$ cat src/dac_pd_pkg.sv
`default_nettype none
package dac_pd_pkg;
	// core clock and wake-up interval
	localparam int unsigned CLK_PERIOD_NS = 40;
	localparam int unsigned WAKE_TIME_NS = 800;
	localparam int unsigned WAKE_CYCLES = (WAKE_TIME_NS + CLK_PERIOD_NS - 1) / CLK_PERIOD_NS;
	localparam logic [4:0] WAKE_CNT_INIT = 5'(WAKE_CYCLES);
	localparam logic [4:0] WAKE_CNT_LAST = 5'h01;

	// serial bus
	localparam logic [6:0] BROADCAST_ADDR = 7'h48;
	localparam logic [3:0] BYTE_BITS = 4'h8;
	localparam int unsigned BYTE_W = 8;

	// register word layout
	localparam int unsigned WORD_MSB = 15;
	localparam int unsigned PD_HI_BIT = 13;
	localparam int unsigned PD_LO_BIT = 12;
	localparam int unsigned CODE_MSB = 11;
	localparam int unsigned CODE_LSB = 2;
	localparam logic [15:0] RESET_WORD = 16'h0000;

	// power-down select encodings
	localparam logic [1:0] PD_NORMAL = 2'h0;
	localparam logic [1:0] PD_LOAD_2K5 = 2'h1;
	localparam logic [1:0] PD_LOAD_100K = 2'h2;
	localparam logic [1:0] PD_HIGH_Z = 2'h3;

	typedef enum logic [6:0] {
		ST_IDLE = 7'h01,
		ST_ADDR = 7'h02,
		ST_ACK_ADDR = 7'h04,
		ST_WR_BYTE = 7'h08,
		ST_ACK_WR = 7'h10,
		ST_RD_BYTE = 7'h20,
		ST_ACK_RD = 7'h40
	} bus_state_t;

	typedef struct packed {
		logic [9:0] analog_output_level;
		logic pwrdn_select_hi;
		logic pwrdn_select_lo;
		logic bias_en;
		logic amp_en;
		logic string_en;
		logic linear_en;
		logic term_high_z;
		logic term_2k5;
		logic term_100k;
		logic output_valid;
	} analog_ctrl_t;

	typedef struct packed {
		logic scl_s1;
		logic scl_s2;
		logic scl_d;
		logic sda_s1;
		logic sda_s2;
		logic sda_d;
		bus_state_t st;
		logic [3:0] bit_cnt;
		logic [7:0] shift;
		logic [7:0] hi_byte;
		logic byte_hi;
		logic rw;
		logic master_ack;
		logic sda_oe_n;
		logic sda_out;
		logic [15:0] word;
		logic wr_commit;
		logic [4:0] wake_cnt;
		analog_ctrl_t ctrl;
	} core_state_t;

	localparam analog_ctrl_t CTRL_RESET = '{bias_en: 1'b1, amp_en: 1'b1, string_en: 1'b1,
		linear_en: 1'b1, output_valid: 1'b1, default: '0};
	localparam core_state_t CORE_RESET = '{scl_s1: 1'b1, scl_s2: 1'b1, scl_d: 1'b1,
		sda_s1: 1'b1, sda_s2: 1'b1, sda_d: 1'b1, st: ST_IDLE, sda_oe_n: 1'b1,
		word: RESET_WORD, ctrl: CTRL_RESET, default: '0};
endpackage
`default_nettype wire

$ cat src/dac_power_down_control.sv
// Overview of operation
// - a completed write with either power-down bit set enters power-down
// - power-down bits pick high impedance, 2.5k or 100k load to ground
// - any power-down mode turns off bias, amplifier, string and linear enables
// - the full written word including power-down bits is kept in power-down
// - reads during power-down still return the stored word
// - leaving power-down stores the new word and drives its 10-bit code
// - output is flagged valid only after the wake-up interval
// - data line is driven only for own acknowledge or read data bits
// - word holds two zero bits, two mode bits, then data msb first
// - a written word takes effect at the acknowledge after the lower byte
// - reset clears the whole word so the output starts at zero
`timescale 1ns/1ps
`default_nettype none
module dac_power_down_control #(
	parameter logic [6:0] SLAVE_ADDR = 7'h2a
) (
	// clock and reset
	input wire logic i_core_clk,
	input wire logic i_rst,
	// two-wire bus pins
	input wire logic i_scl,
	input wire logic i_sda,
	output logic o_sda_out,
	output logic o_sda_oe_n,
	// analog control
	output dac_pd_pkg::analog_ctrl_t o_ctrl
);
	dac_pd_pkg::core_state_t cur;
	dac_pd_pkg::core_state_t next_cur;
	logic scl_rise;
	logic scl_fall;
	logic bus_start;
	logic bus_stop;
	logic [1:0] new_pd;
	// edges only from the second sync stage and its delayed copy
	assign scl_rise = cur.scl_s2 & ~cur.scl_d;
	assign scl_fall = ~cur.scl_s2 & cur.scl_d;
	assign bus_start = cur.scl_s2 & cur.scl_d & cur.sda_d & ~cur.sda_s2;
	assign bus_stop = cur.scl_s2 & cur.scl_d & ~cur.sda_d & cur.sda_s2;
	function automatic logic addr_hit(input logic [6:0] addr, input logic rd);
		addr_hit = (addr == SLAVE_ADDR) || ((addr == dac_pd_pkg::BROADCAST_ADDR) && !rd);
	endfunction
	always_comb
	begin
		next_cur = cur;
		next_cur.scl_s1 = i_scl;
		next_cur.scl_s2 = cur.scl_s1;
		next_cur.scl_d = cur.scl_s2;
		next_cur.sda_s1 = i_sda;
		next_cur.sda_s2 = cur.sda_s1;
		next_cur.sda_d = cur.sda_s2;
		next_cur.wr_commit = 1'b0;
		next_cur.sda_out = 1'b0;
		if (bus_start)
		begin
			next_cur.st = dac_pd_pkg::ST_ADDR;
			next_cur.bit_cnt = '0;
			next_cur.sda_oe_n = 1'b1;
		end
		else if (bus_stop)
		begin
			next_cur.st = dac_pd_pkg::ST_IDLE;
			next_cur.sda_oe_n = 1'b1;
		end
		else
		begin
			case (cur.st)
				dac_pd_pkg::ST_ADDR:
				begin
					if (scl_rise)
					begin
						next_cur.shift = {cur.shift[6:0], cur.sda_s2};
						next_cur.bit_cnt = cur.bit_cnt + 4'h1;
					end
					else if (scl_fall && cur.bit_cnt == dac_pd_pkg::BYTE_BITS)
					begin
						next_cur.rw = cur.shift[0];
						// unmatched address, including a high-speed master code, gets no acknowledge
						if (addr_hit(cur.shift[7:1], cur.shift[0]))
						begin
							next_cur.st = dac_pd_pkg::ST_ACK_ADDR;
							next_cur.sda_oe_n = 1'b0;
						end
						else
						begin
							next_cur.st = dac_pd_pkg::ST_IDLE;
						end
					end
				end
				dac_pd_pkg::ST_ACK_ADDR:
				begin
					if (scl_fall)
					begin
						next_cur.bit_cnt = '0;
						next_cur.byte_hi = 1'b1;
						if (cur.rw)
						begin
							next_cur.st = dac_pd_pkg::ST_RD_BYTE;
							next_cur.shift = cur.word[dac_pd_pkg::WORD_MSB -: dac_pd_pkg::BYTE_W];
							next_cur.sda_oe_n = cur.word[dac_pd_pkg::WORD_MSB];
						end
						else
						begin
							next_cur.st = dac_pd_pkg::ST_WR_BYTE;
							next_cur.sda_oe_n = 1'b1;
						end
					end
				end
				dac_pd_pkg::ST_WR_BYTE:
				begin
					if (scl_rise)
					begin
						next_cur.shift = {cur.shift[6:0], cur.sda_s2};
						next_cur.bit_cnt = cur.bit_cnt + 4'h1;
					end
					else if (scl_fall && cur.bit_cnt == dac_pd_pkg::BYTE_BITS)
					begin
						next_cur.st = dac_pd_pkg::ST_ACK_WR;
						next_cur.sda_oe_n = 1'b0;
						if (cur.byte_hi)
						begin
							next_cur.hi_byte = cur.shift;
						end
					end
				end
				dac_pd_pkg::ST_ACK_WR:
				begin
					if (scl_rise && !cur.byte_hi)
					begin
						next_cur.word = {cur.hi_byte, cur.shift};
						next_cur.wr_commit = 1'b1;
					end
					else if (scl_fall)
					begin
						// master may stream further words without a new address
						next_cur.st = dac_pd_pkg::ST_WR_BYTE;
						next_cur.sda_oe_n = 1'b1;
						next_cur.bit_cnt = '0;
						next_cur.byte_hi = ~cur.byte_hi;
					end
				end
				dac_pd_pkg::ST_RD_BYTE:
				begin
					if (scl_rise)
					begin
						next_cur.bit_cnt = cur.bit_cnt + 4'h1;
					end
					else if (scl_fall)
					begin
						if (cur.bit_cnt == dac_pd_pkg::BYTE_BITS)
						begin
							next_cur.st = dac_pd_pkg::ST_ACK_RD;
							next_cur.sda_oe_n = 1'b1;
						end
						else
						begin
							next_cur.shift = {cur.shift[6:0], 1'b0};
							next_cur.sda_oe_n = cur.shift[6];
						end
					end
				end
				dac_pd_pkg::ST_ACK_RD:
				begin
					if (scl_rise)
					begin
						next_cur.master_ack = ~cur.sda_s2;
					end
					else if (scl_fall)
					begin
						if (cur.master_ack)
						begin
							next_cur.st = dac_pd_pkg::ST_RD_BYTE;
							next_cur.bit_cnt = '0;
							next_cur.byte_hi = ~cur.byte_hi;
							if (cur.byte_hi)
							begin
								next_cur.shift = cur.word[dac_pd_pkg::BYTE_W-1:0];
								next_cur.sda_oe_n = cur.word[dac_pd_pkg::BYTE_W-1];
							end
							else
							begin
								next_cur.shift = cur.word[dac_pd_pkg::WORD_MSB -: dac_pd_pkg::BYTE_W];
								next_cur.sda_oe_n = cur.word[dac_pd_pkg::WORD_MSB];
							end
						end
						else
						begin
							next_cur.st = dac_pd_pkg::ST_IDLE;
						end
					end
				end
				default:
				begin
					next_cur.st = dac_pd_pkg::ST_IDLE;
					next_cur.sda_oe_n = 1'b1;
				end
			endcase
		end

		if (cur.wake_cnt != '0)
		begin
			next_cur.wake_cnt = cur.wake_cnt - 5'h01;
			if (cur.wake_cnt == dac_pd_pkg::WAKE_CNT_LAST)
			begin
				next_cur.ctrl.output_valid = 1'b1;
			end
		end

		new_pd = {next_cur.word[dac_pd_pkg::PD_HI_BIT], next_cur.word[dac_pd_pkg::PD_LO_BIT]};
		if (next_cur.wr_commit)
		begin
			next_cur.ctrl.pwrdn_select_hi = new_pd[1];
			next_cur.ctrl.pwrdn_select_lo = new_pd[0];
			if (new_pd == dac_pd_pkg::PD_NORMAL)
			begin
				// code only follows the word in normal mode; powered down it stays frozen
				next_cur.ctrl.analog_output_level = next_cur.word[dac_pd_pkg::CODE_MSB:dac_pd_pkg::CODE_LSB];
				next_cur.ctrl.bias_en = 1'b1;
				next_cur.ctrl.amp_en = 1'b1;
				next_cur.ctrl.string_en = 1'b1;
				next_cur.ctrl.linear_en = 1'b1;
				next_cur.ctrl.term_high_z = 1'b0;
				next_cur.ctrl.term_2k5 = 1'b0;
				next_cur.ctrl.term_100k = 1'b0;
				if (!cur.ctrl.amp_en)
				begin
					next_cur.wake_cnt = dac_pd_pkg::WAKE_CNT_INIT;
					next_cur.ctrl.output_valid = 1'b0;
				end
			end
			else
			begin
				next_cur.ctrl.bias_en = 1'b0;
				next_cur.ctrl.amp_en = 1'b0;
				next_cur.ctrl.string_en = 1'b0;
				next_cur.ctrl.linear_en = 1'b0;
				next_cur.ctrl.output_valid = 1'b0;
				next_cur.wake_cnt = '0;
				next_cur.ctrl.term_high_z = (new_pd == dac_pd_pkg::PD_HIGH_Z);
				next_cur.ctrl.term_2k5 = (new_pd == dac_pd_pkg::PD_LOAD_2K5);
				next_cur.ctrl.term_100k = (new_pd == dac_pd_pkg::PD_LOAD_100K);
			end
		end
	end
	always_ff @(posedge i_core_clk or posedge i_rst)
	begin
		if (i_rst)
		begin
			cur <= dac_pd_pkg::CORE_RESET;
		end
		else
		begin
			cur <= next_cur;
		end
	end
	assign o_sda_out = cur.sda_out;
	assign o_sda_oe_n = cur.sda_oe_n;
	assign o_ctrl = cur.ctrl;
endmodule
`default_nettype wire

$ cat config.mk
export PLATFORM = sky130hd
export DESIGN_NAME = dac_power_down_control
export DESIGN_NICKNAME = d
export VERILOG_FILES = /design/src/dac_pd_pkg.sv /design/src/dac_power_down_control.sv
export SDC_FILE = /design/constraint.sdc
export NUM_CORES = 1
export LEC_CHECK = 0
export BUFFER_PORTS_ARGS = -buffer_cell sky130_fd_sc_hd__buf_4
export CORE_UTILIZATION = 45
export CTS_CLUSTER_SIZE = 24
export DETAILED_ROUTE_END_ITERATION = 10
export PLACE_DENSITY = 0.7
export SLEW_MARGIN = 20
export SYNTH_ARGS = -nofsm -noshare
export SYNTH_HDL_FRONTEND = slang
export SYNTH_SLANG_ARGS = --single-unit
export TNS_END_PERCENT = 50
$ cat constraint.sdc
create_clock -name i_core_clk -period 5.2 [get_ports i_core_clk]
set_input_delay 0.52 -clock i_core_clk [delete_from_list [all_inputs] [get_ports i_core_clk]]
set_output_delay 0.52 -clock i_core_clk [all_outputs]
set_load 0.02 [all_outputs]
==> impl_metrics.toml, run 1 <==
[sta]
slew_headroom = 0.373
setup_viol_count_final = 0
worst_pin_slew_ns = 0.941
finClkSkew_ns = 0.00895
timing.final.max_slew_violations = 0
setup-tns-final_ns = 0
period_share = 0.552
rsz0062_at_grt = "no"
hold_viol_final = 0
timing.fmax_mhz = 349
fin_ws_ns = 2.33
min_period_ns = 2.87

[floorplanning]
dieArea_um2 = 9220
core_area_um2 = 8380
chipWidth_um = 96.0
die_h_um = 96.0
initial_utilization = 0.475
num_rows = 33
io_pins = 26

[clocking]
post_cts_buffers = 0
root_buffer = "clkbuf_8"
hold_buffers = 0
cts_htree_levels = 3
tritoncts = "built"
clock_path_buffers = 2
clk_latency_ns = 0.36
cts_resized = 0
cts_buffers = 9
path_clk_slew_ns = 0.09
cts.sinks = 75

[worst_setup_path]
path_class = "reg -> reg"
cp.required_ns = 5.45
timing.rr.end = "o_ctrl[17]$_DFFE_PP0P_"
start_kind = "flip-flop"
critPathMaxStageDelay_ns = 0.75
ff2ff_setup_slack_ns = 2.33
path_cells = "nor4_4 > nand2b_2 > nor4_4 > nand2_2 > mux2_4"
arrival_ns = 3.11
crit_buf_inv = 0
r2r_cells = 5
r2r-start = "cur[73]$_DFFE_PP0P_"
cpMaxStageDelayCell = "nor4_4"
crit_family = "simple AND/OR/NAND/NOR gates"
path_common_cell = "nor4_4"
cp-end-kind = "flip-flop"
crit_fanout = 14

[global_routing]
grt_max_degree = 76
met1_usage = 0.277
grt_antenna_before_repair = 0
grt_pass1_vias = 2691
overflow = 0
grt_pass1_wl_um = 13600
met3_usage = 0.0403
grtUsageMet2 = 0.282
top_usage_layer = "met2"
grt_usage = 0.195

[worst_hold_path]
min_path_cells = 1
min-delay-start = "i_scl"
hold_path_class = "in -> reg"
hold_end = "cur[79]$_DFF_PP1_"

[logic_synthesis]
synth-seq-cells = 75
synth_area_um2 = 3980
synth_nets = 399
ys_warn_count = 0
synth_area_leaders = "dfrtp_1 41%, dfstp_2 6.6%, nand2_1 5.2%"
synthesis.instances = 390
yosysTopAreaCellShare = 0.409
async_reset_ff_frac = 1.00
yosysSeqAreaShare = 0.475
synthFlopType = "dfrtp_1"
synth_edf_count = 0
syn_area_per_cell_um2 = 10.2
yosys.area.top_type = "dfrtp_1"
yosysUniqueCellTypes = 60

[placed_design]
dpl-instance-area_um2 = 4050
place_inst = 482
dp_slack_ns = 2.32
hpwl_um = 5580
globalplace.congestion = 0.937
port_buffers = 24

[cells_and_area]
fin_area_um2 = 4290
syn2layout_area_growth_pct = 7.93
drive_gt1_frac = 0.211
finalNetCount = 398
num_antenna_cells = 0
layout.cells.non_filler = 499

[routing]
drc = 0
drt_pre_antenna_iters = 5
vias_per_cell = 5.76
routed_wl_um = 8150
postRouteAntennaNets = 0
drtIter0Drc = 282
wl_per_cell_um = 16.3
routed-via-count = 2874

[pwr]
irDropWorstVdd_mv = 0.139
powerDensity_nw_per_um2 = 269
p_leak_nw = 2.01

[flow_run]
drv_cap = 0

[run_status]
outcome = "complete, no violations"
[flip-flops by register name (all words and copies together), names as in the netlist]
| signal | cells |
|---|---|
| o_sda_oe_n | 1 |
| o_ctrl | 17 |
| cur | 57 |
[cell usage after synthesis, types with 9 or more instances]
| cell | number |
|---|---|
| a21oi_1 | 11 |
| buf_4 | 21 |
| clkbuf_1 | 9 |
| dfrtp_1 | 65 |
| dfstp_2 | 10 |
| inv_1 | 19 |
| mux2_2 | 10 |
| mux2_4 | 9 |
| mux2i_1 | 9 |
| nand2_1 | 55 |
| nor2_1 | 20 |
| o21ai_0 | 24 |
[metal layers]
metal  wire length, um  vias to the layer above
li1                  -                     1368
met1              4020                     1400
met2              3620                       89
met3               325                       17
met4               189                        0
met5                 0                        -
[stage by stage]
stage                     utilization  power, mW  hold slack, ns
after global placement          0.484      0.640           0.347
after floorplan                     -      0.630           0.345
after CTS                       0.511       1.16           0.261
after detailed placement        0.484      0.640           0.348
after global routing            0.512       1.20           0.249
final                           0.512       1.15           0.272
[cell families after synthesis]
kind of cell,share of synthesized area
flops,0.475
buf+inv,0.0793
mux,0.0849
fa+ha+maj,0.0157
xor+xnor,0.0198
compound gates,0.129
other cells,0.000943
simple gates,0.195
[worst register-to-register path: stages, from the launching register on]
cell and delay (ns):
dfrtp_1 0.55, nor4_4 0.47, nand2b_2 0.14, nor4_4 0.75, nand2_2 0.44, mux2_4 0.42
[worst max path at each step]
stage                   startpoint                     end  slack [ns]  depth (start not counted)
3_3_place_gp   cur[73]$_DFFE_PP0P_  o_ctrl[19]$_DFFE_PP0P_        2.42                          5
5_1_grt        cur[73]$_DFFE_PP0P_  o_ctrl[17]$_DFFE_PP0P_        2.07                          5
3_5_place_dp   cur[73]$_DFFE_PP0P_       cur[20]$_DFF_PP0_        2.32                          5
4_1_cts        cur[73]$_DFFE_PP0P_  o_ctrl[17]$_DFFE_PP0P_        2.30                          5
6_report       cur[73]$_DFFE_PP0P_  o_ctrl[17]$_DFFE_PP0P_        2.33                          5
2_1_floorplan                i_rst       cur[20]$_DFF_PP0_        2.79                          1
[area by class of cell]
class	instances	area, um^2
Clock inverter	7	105
Multi-Input combinational cell	258	1770
Clock buffer	9	124
Sequential cell	75	1890
Tap cell	105	131
Timing Repair Buffer	26	199
Fill cell	743	4090
Inverter	19	71.3
[where the power goes]
part / switching, mW / total, mW / internal [mW]
Clock: 0.247 / 0.525 / 0.279
Sequential: 0.00599 / 0.595 / 0.589
Combinational: 0.0240 / 0.0339 / 0.00997
Total: 0.277 / 1.15 / 0.878
[cell usage in the layout, fill, tap and decap left out, drive strengths merged, types with 3 or more instances in the layout]
cell type	netlist	layout
nor2	20	20
a21o	4	4
dfrtp	65	65
xnor2	4	4
a211oi	4	4
xor2	5	5
dfstp	10	10
buf	29	26
nor3	9	9
a222oi	8	8
o21ai	24	24
nand2b	9	9
nor4	7	7
a21oi	11	11
nand2	56	56
and3	3	3
clkbuf	9	9
ha	5	5
nand3b	6	6
nand3	8	8
nor2b	5	5
mux2	19	19
o22ai	5	5
inv	19	23
mux2i	9	9
Power figures use the tool's default switching activity.
==> run 2: changes to the inputs <==
--- a/config.mk
+++ b/config.mk
@@ -5,11 +5,12 @@
 export SDC_FILE = /design/constraint.sdc
 export NUM_CORES = 1
 export LEC_CHECK = 0
+export ABC_AREA = 1
 export BUFFER_PORTS_ARGS = -buffer_cell sky130_fd_sc_hd__buf_4
 export CORE_UTILIZATION = 45
 export CTS_CLUSTER_SIZE = 24
 export DETAILED_ROUTE_END_ITERATION = 10
-export PLACE_DENSITY = 0.7
+export PLACE_DENSITY = 0.72
 export SLEW_MARGIN = 20
 export SYNTH_ARGS = -nofsm -noshare
 export SYNTH_HDL_FRONTEND = slang
==> constraint.sdc (replaced) <==
create_clock -name i_core_clk -period 2.4 [get_ports i_core_clk]
set_input_delay 0.24 -clock i_core_clk [delete_from_list [all_inputs] [get_ports i_core_clk]]
set_output_delay 0.24 -clock i_core_clk [all_outputs]
set_load 0.02 [all_outputs]
==> run 2 against run 1 <==
  * The flow now finishes with violations (DRC)
  * Sequential share of layout area decreased by 2.2 points
  * Global-route usage increased by 1.3 points
  * Die area increased by 4.1%
  * Worst hold slack improved by 0.086 ns
  * Critical endpoint is now cur[23]$_DFF_PP0_
  * Highest routed layer unchanged
==> impl_metrics.toml, run 2 <==
[floorplanning]
die_h_um = 98.0
num_rows = 34
io_pins = 26
dieArea_um2 = 9600
initial_utilization = 0.471
chipWidth_um = 98.0
core_area_um2 = 8810

[sta]
timing.final.max_slew_violations = 0
setup-tns-final_ns = 0
period_share = 0.823
hold_viol_final = 0
finClkSkew_ns = 0.0110
min_period_ns = 1.98
timing.fmax_mhz = 506
setup_viol_count_final = 0
rsz0062_at_grt = "no"

[worst_setup_path]
cp-end-kind = "flip-flop"
start_kind = "flip-flop"
crit_family = "simple AND/OR/NAND/NOR gates"
path_cells = "nand2_1 > nor2_1 > nand2_4 > buf_4 > inv_2 > nand2_1 > o21ai_2 > nor3_1"
path_common_cell = "nand2_1"
crit_buf_inv = 2
cp.required_ns = 2.64
path_class = "reg -> reg"
critPathMaxStageDelay_ns = 0.56
r2r_cells = 8
arrival_ns = 2.21
path_depth = 8
cpMaxStageDelayCell = "dfstp_2"
crit_fanout = 29

[global_routing]
grt_antenna_before_repair = 0
grt_usage = 0.208
grt_max_degree = 76
grt_pass1_wl_um = 15800
overflow = 0
grt_pass1_vias = 3406

[routing]
drc = 1
routed_wl_um = 8970
postRouteAntennaNets = 0
drtIter0Drc = 235
vias_per_cell = 5.09
wl_per_cell_um = 13.5
drt_pre_antenna_iters = 7
routed-via-count = 3388

[cells_and_area]
largest_register_ffs = 57
drive_gt1_frac = 0.156
finalNetCount = 562
layout_common_cells = "172 x nand2_1, 65 x dfrtp_1, 60 x inv_1, 38 x nor2_1, 36 x nand3_1"
syn2layout_area_growth_pct = 9.06
final_common_cell = "nand2_1"
num_antenna_cells = 0
top_register = "cur"

[logic_synthesis]
synth-seq-cells = 75
ys_warn_count = 0
yosys.area.top_type = "dfrtp_1"
synthFlopType = "dfrtp_1"
yosysUniqueCellTypes = 32
yosysTopAreaCellShare = 0.392
synth_top_family_by_area = "simple AND/OR/NAND/NOR gates"
syn_area_per_cell_um2 = 7.66
synth-compound-area-share = 0.104
synthesis.instances = 541
synth_mux_area_frac = 0
synth_area_um2 = 4150
synth_fa_ha_area_frac = 0.0151
synth_area_leaders = "dfrtp_1 39%, nand2_1 16%, dfstp_2 6.3%"
synth_nets = 550
synthSimpleGateAreaFrac = 0.306
ys_top_cells_by_count = "172 x nand2_1, 65 x dfrtp_1, 61 x inv_1"
synth_most_common_cell = "nand2_1"
async_reset_ff_frac = 1.00
synthXorXnorAreaFrac = 0.00634
synth_edf_count = 0
yosysSeqAreaShare = 0.456

[run_status]
outcome = "complete, but fails checks"
violations = "DRC"

[clocking]
post_cts_buffers = 0
cts.sinks = 75
cts_buffers = 9
clock_path_buffers = 2
path_clk_slew_ns = 0.08
cts_resized = 0
hold_buffers = 3
tritoncts = "built"
cts_htree_levels = 3
clk_latency_ns = 0.37
root_buffer = "clkbuf_8"

[pwr]
powerDensity_nw_per_um2 = 521
p_total_mw = 2.36
irDropWorstVdd_mv = 0.366
p_leak_nw = 2.42

[worst_hold_path]
hold_path_class = "reg -> reg"
min_path_cells = 0

[placed_design]
globalplace.congestion = 0.943
port_buffers = 24
hpwl_um = 6510

[flow_run]
drv_cap = 0
## run 2: worst reg2reg max path: cells and delay by family (launching register included)
family                 cells  cell delay [ns]
and+or+nand+nor            5             0.68
DFF                        1             0.56
buffers and inverters      2             0.50
AOI/OAI and AO/OA          1             0.13
## run 2: kinds of logic after synthesis
family | Yosys count
DFF | 75
other | 1
adders and majority gates | 5
AOI/OAI and AO/OA | 79
buffers and inverters | 96
and+or+nand+nor | 282
xor gates and xnor gates | 3
## run 2: power breakdown
| part | internal (mW) | switching [mW] | leakage, nW | total, mW |
|---|---|---|---|---|
| Combinational | 0.0206 | 0.0581 | 1.30 | 0.0786 |
| Sequential | 1.27 | 0.00602 | 1.01 | 1.28 |
| Clock | 0.487 | 0.511 | 0.104 | 0.998 |
## run 2: layout make-up
| cell class | instances | area (um^2) |
|---|---|---|
| Clock buffer | 9 | 124 |
| Clock inverter | 7 | 75.1 |
| Fill cell | 814 | 4290 |
| Inverter | 65 | 244 |
| Multi-Input combinational cell | 370 | 1790 |
| Sequential cell | 75 | 1890 |
| Tap cell | 108 | 135 |
| Timing Repair Buffer | 32 | 260 |
## run 2: worst paths after layout
path                                        start                   to  slack [ns]
worst max-delay path            cur[78]$_DFF_PP1_    cur[23]$_DFF_PP0_        0.42
worst min-delay path            cur[76]$_DFF_PP1_    cur[75]$_DFF_PP1_        0.36
worst max register to register  cur[78]$_DFF_PP1_    cur[23]$_DFF_PP0_        0.42
worst min register to register  cur[76]$_DFF_PP1_    cur[75]$_DFF_PP1_        0.36
max in group asynchronous                   i_rst    cur[75]$_DFF_PP1_        1.54
min in group asynchronous                   i_rst  cur[66]$_DFFE_PP0P_        0.51
## run 2: layer usage
layer / up-vias / routed length [um] / GRT usage
met5: - / 0 / 0
met2: 77 / 4450 / 0.348
li1: 1699 / - / -
met1: 1594 / 3980 / 0.262
met4: 0 / 174 / 0.0688
met3: 18 / 372 / 0.0544
## run 2: per-stage QoR
| step | util | cells | worst slack, ns | area (um^2) | hold WS, ns |
|---|---|---|---|---|---|
| finish | 0.513 | 666 | 0.425 | 4520 | 0.357 |
| CTS | 0.513 | 666 | 0.436 | 4520 | 0.358 |
| global placement | 0.487 | 647 | 0.435 | 4290 | 0.346 |
| floorplan | - | 541 | 0.267 | 4150 | 0.244 |
| global route | 0.513 | 666 | 0.269 | 4520 | 0.363 |
| detailed placement | 0.487 | 647 | 0.433 | 4290 | 0.347 |
==> run 3: changes to the inputs <==
--- a/config.mk
+++ b/config.mk
@@ -5,12 +5,12 @@
 export SDC_FILE = /design/constraint.sdc
 export NUM_CORES = 1
 export LEC_CHECK = 0
-export ABC_AREA = 1
+export ABC_AREA = 0
 export BUFFER_PORTS_ARGS = -buffer_cell sky130_fd_sc_hd__buf_4
 export CORE_UTILIZATION = 45
 export CTS_CLUSTER_SIZE = 24
 export DETAILED_ROUTE_END_ITERATION = 10
-export PLACE_DENSITY = 0.72
+export PLACE_DENSITY = 0.7
 export SLEW_MARGIN = 20
 export SYNTH_ARGS = -nofsm -noshare
 export SYNTH_HDL_FRONTEND = slang
==> constraint.sdc (replaced) <==
create_clock -name i_core_clk -period 2 [get_ports i_core_clk]
set_input_delay 0.2 -clock i_core_clk [delete_from_list [all_inputs] [get_ports i_core_clk]]
set_output_delay 0.2 -clock i_core_clk [all_outputs]
set_load 0.02 [all_outputs]
==> run 3 against run 2 <==
  * The flow finishes with violations (setup timing)
  * Clock power rose by 36%
  * Maximum frequency fell by 7.5%
  * Via count fell by 7.5%
  * Sequential cell count did not move
  * Critical path depth fell by 2
  * Critical path type unchanged
  * Largest cell class is now multi-input combinational cells
==> impl_metrics.toml, run 3 (synthesis results as in run 1) <==
[worst_setup_path]
crit_fanout = 8
critPathMaxStageDelay_ns = 0.52
cp.required_ns = 2.21
path_class = "reg -> reg"
cp-end-kind = "flip-flop"
cpMaxStageDelayCell = "or4_4"
crit_family = "simple AND/OR/NAND/NOR gates"
path_cells = "or4_4 > nor3_4 > o22ai_1 > buf_4 > a222oi_1 > mux2i_1"
timing.rr.end = "cur[57]$_DFFE_PP0P_"
ff2ff_setup_slack_ns = -0.14
start_kind = "flip-flop"
r2r-start = "cur[69]$_DFFE_PP0P_"
crit_buf_inv = 1
arrival_ns = 2.35
r2r_cells = 6

[placed_design]
hpwl_um = 6360
port_buffers = 24
globalplace.congestion = 0.965
dpl-instance-area_um2 = 4460

[worst_hold_path]
hold_path_class = "reg -> reg"
min-delay-start = "cur[76]$_DFF_PP1_"
min_path_cells = 0
hold_end = "cur[75]$_DFF_PP1_"

[cells_and_area]
top_register = "cur"
fin_area_um2 = 4940
final_util = 0.589
layout_common_cells = "73 x buf_4, 64 x dfrtp_1, 55 x nand2_1, 22 x o21ai_0, 19 x nor2_1"
seq_area_um2 = 1890
finalNetCount = 454
num_antenna_cells = 0
final_common_cell = "buf_4"
drive_gt1_frac = 0.347
multiInputGateArea_um2 = 1930
fill_cells = 689
syn2layout_area_growth_pct = 24.2
largest_register_ffs = 57

[sta]
timing.fmax_mhz = 468
fin_ws_ns = -0.135
finClkSkew_ns = 0.0113
setup-tns-final_ns = -0.891
setup_viol_count_final = 10
rsz0062_at_grt = "yes"
period_share = 1.07
min_period_ns = 2.14
hold_viol_final = 0
timing.final.max_slew_violations = 0

[clocking]
tritoncts = "built"
clk_latency_ns = 0.35
root_buffer = "clkbuf_8"
cts_htree_levels = 3
clock_path_buffers = 2
path_clk_slew_ns = 0.09
cts_buffers = 9
cts.sinks = 75

[pwr]
p_total_mw = 3.04
irDropWorstVdd_mv = 0.491
p_leak_nw = 2.31
powerDensity_nw_per_um2 = 616

[floorplanning]
initial_utilization = 0.475
core_area_um2 = 8380
dieArea_um2 = 9220
io_pins = 26
chipWidth_um = 96.0
num_rows = 33
die_h_um = 96.0

[routing]
routed_wl_um = 9370
drtIter0Drc = 295
drc = 0
vias_per_cell = 5.65
wl_per_cell_um = 16.9
routed-via-count = 3133
postRouteAntennaNets = 0
drt_pre_antenna_iters = 6

[run_status]
violations = "setup timing"
outcome = "complete, but fails checks"

[global_routing]
grt_antenna_before_repair = 0
grt_usage = 0.222
overflow = 0
grt_pass1_wl_um = 15400
grt_max_degree = 76
grt_pass1_vias = 3117

[flow_run]
drv_cap = 0
run 3: layer usage:
layer  up-vias  share of wire  GRT usage
li1       1478              -          -
met1      1548           0.46      0.299
met5         -              0          0
met3         9          0.044     0.0434
met4         0         0.0097     0.0721
met2        98           0.48      0.358
run 3: worst max path at each step:
stage	start	endpoint	slack (ns)	cells past startpoint
global route	cur[70]$_DFFE_PP0P_	cur[57]$_DFFE_PP0P_	-0.21	7
floorplan	cur[73]$_DFFE_PP0P_	o_ctrl[10]$_DFFE_PP0P_	-0.04	7
global placement	cur[73]$_DFFE_PP0P_	cur[71]$_DFFE_PP0P_	-0.15	8
detailed placement	cur[73]$_DFFE_PP0P_	cur[71]$_DFFE_PP0P_	-0.23	8
finish	cur[69]$_DFFE_PP0P_	cur[57]$_DFFE_PP0P_	-0.14	6
CTS	cur[69]$_DFFE_PP0P_	cur[57]$_DFFE_PP0P_	-0.12	6
run 3: power by group:
group	total [mW]	internal (mW)	switching, mW
clock	1.36	0.725	0.637
combinational	0.138	0.0567	0.0817
sequential	1.54	1.53	0.0103
total	3.04	2.31	0.729
run 3: metrics by stage:
stage	hold WS (ns)	setup slack (ns)	instances
global route	0.368	-0.212	555
CTS	0.367	-0.125	553
detailed placement	0.310	-0.232	529
global placement	0.310	-0.150	529
finish	0.364	-0.135	555
floorplan	0.204	-0.0414	390
run 3: layout make-up:
| class | instances | area share |
|---|---|---|
| Clock buffer | 9 | 0.0251 |
| Multi-Input combinational cell | 258 | 0.391 |
| Sequential cell | 75 | 0.383 |
| Tap cell | 105 | 0.0266 |
| Inverter | 19 | 0.0152 |
| Timing Repair Buffer | 82 | 0.138 |
| Clock inverter | 7 | 0.0215 |
run 3: worst register-to-register path, delay by kind of cell, from the launching register on:
family / cells / cell delay, ns
simple gates: 2 / 0.78
compound gates: 2 / 0.46
flops: 1 / 0.45
buf+inv: 1 / 0.18
mux: 1 / 0.14
run 3: what timing repair did:
action / in CTS / in global routing
hold buffers: 3 / 0
endpoints found under the hold margin: 67 / 0
setup endpoints to repair: 38 / 37
resized for setup: 16 / 21
pin swaps: 6 / 5
setup buffers: 6 / 2
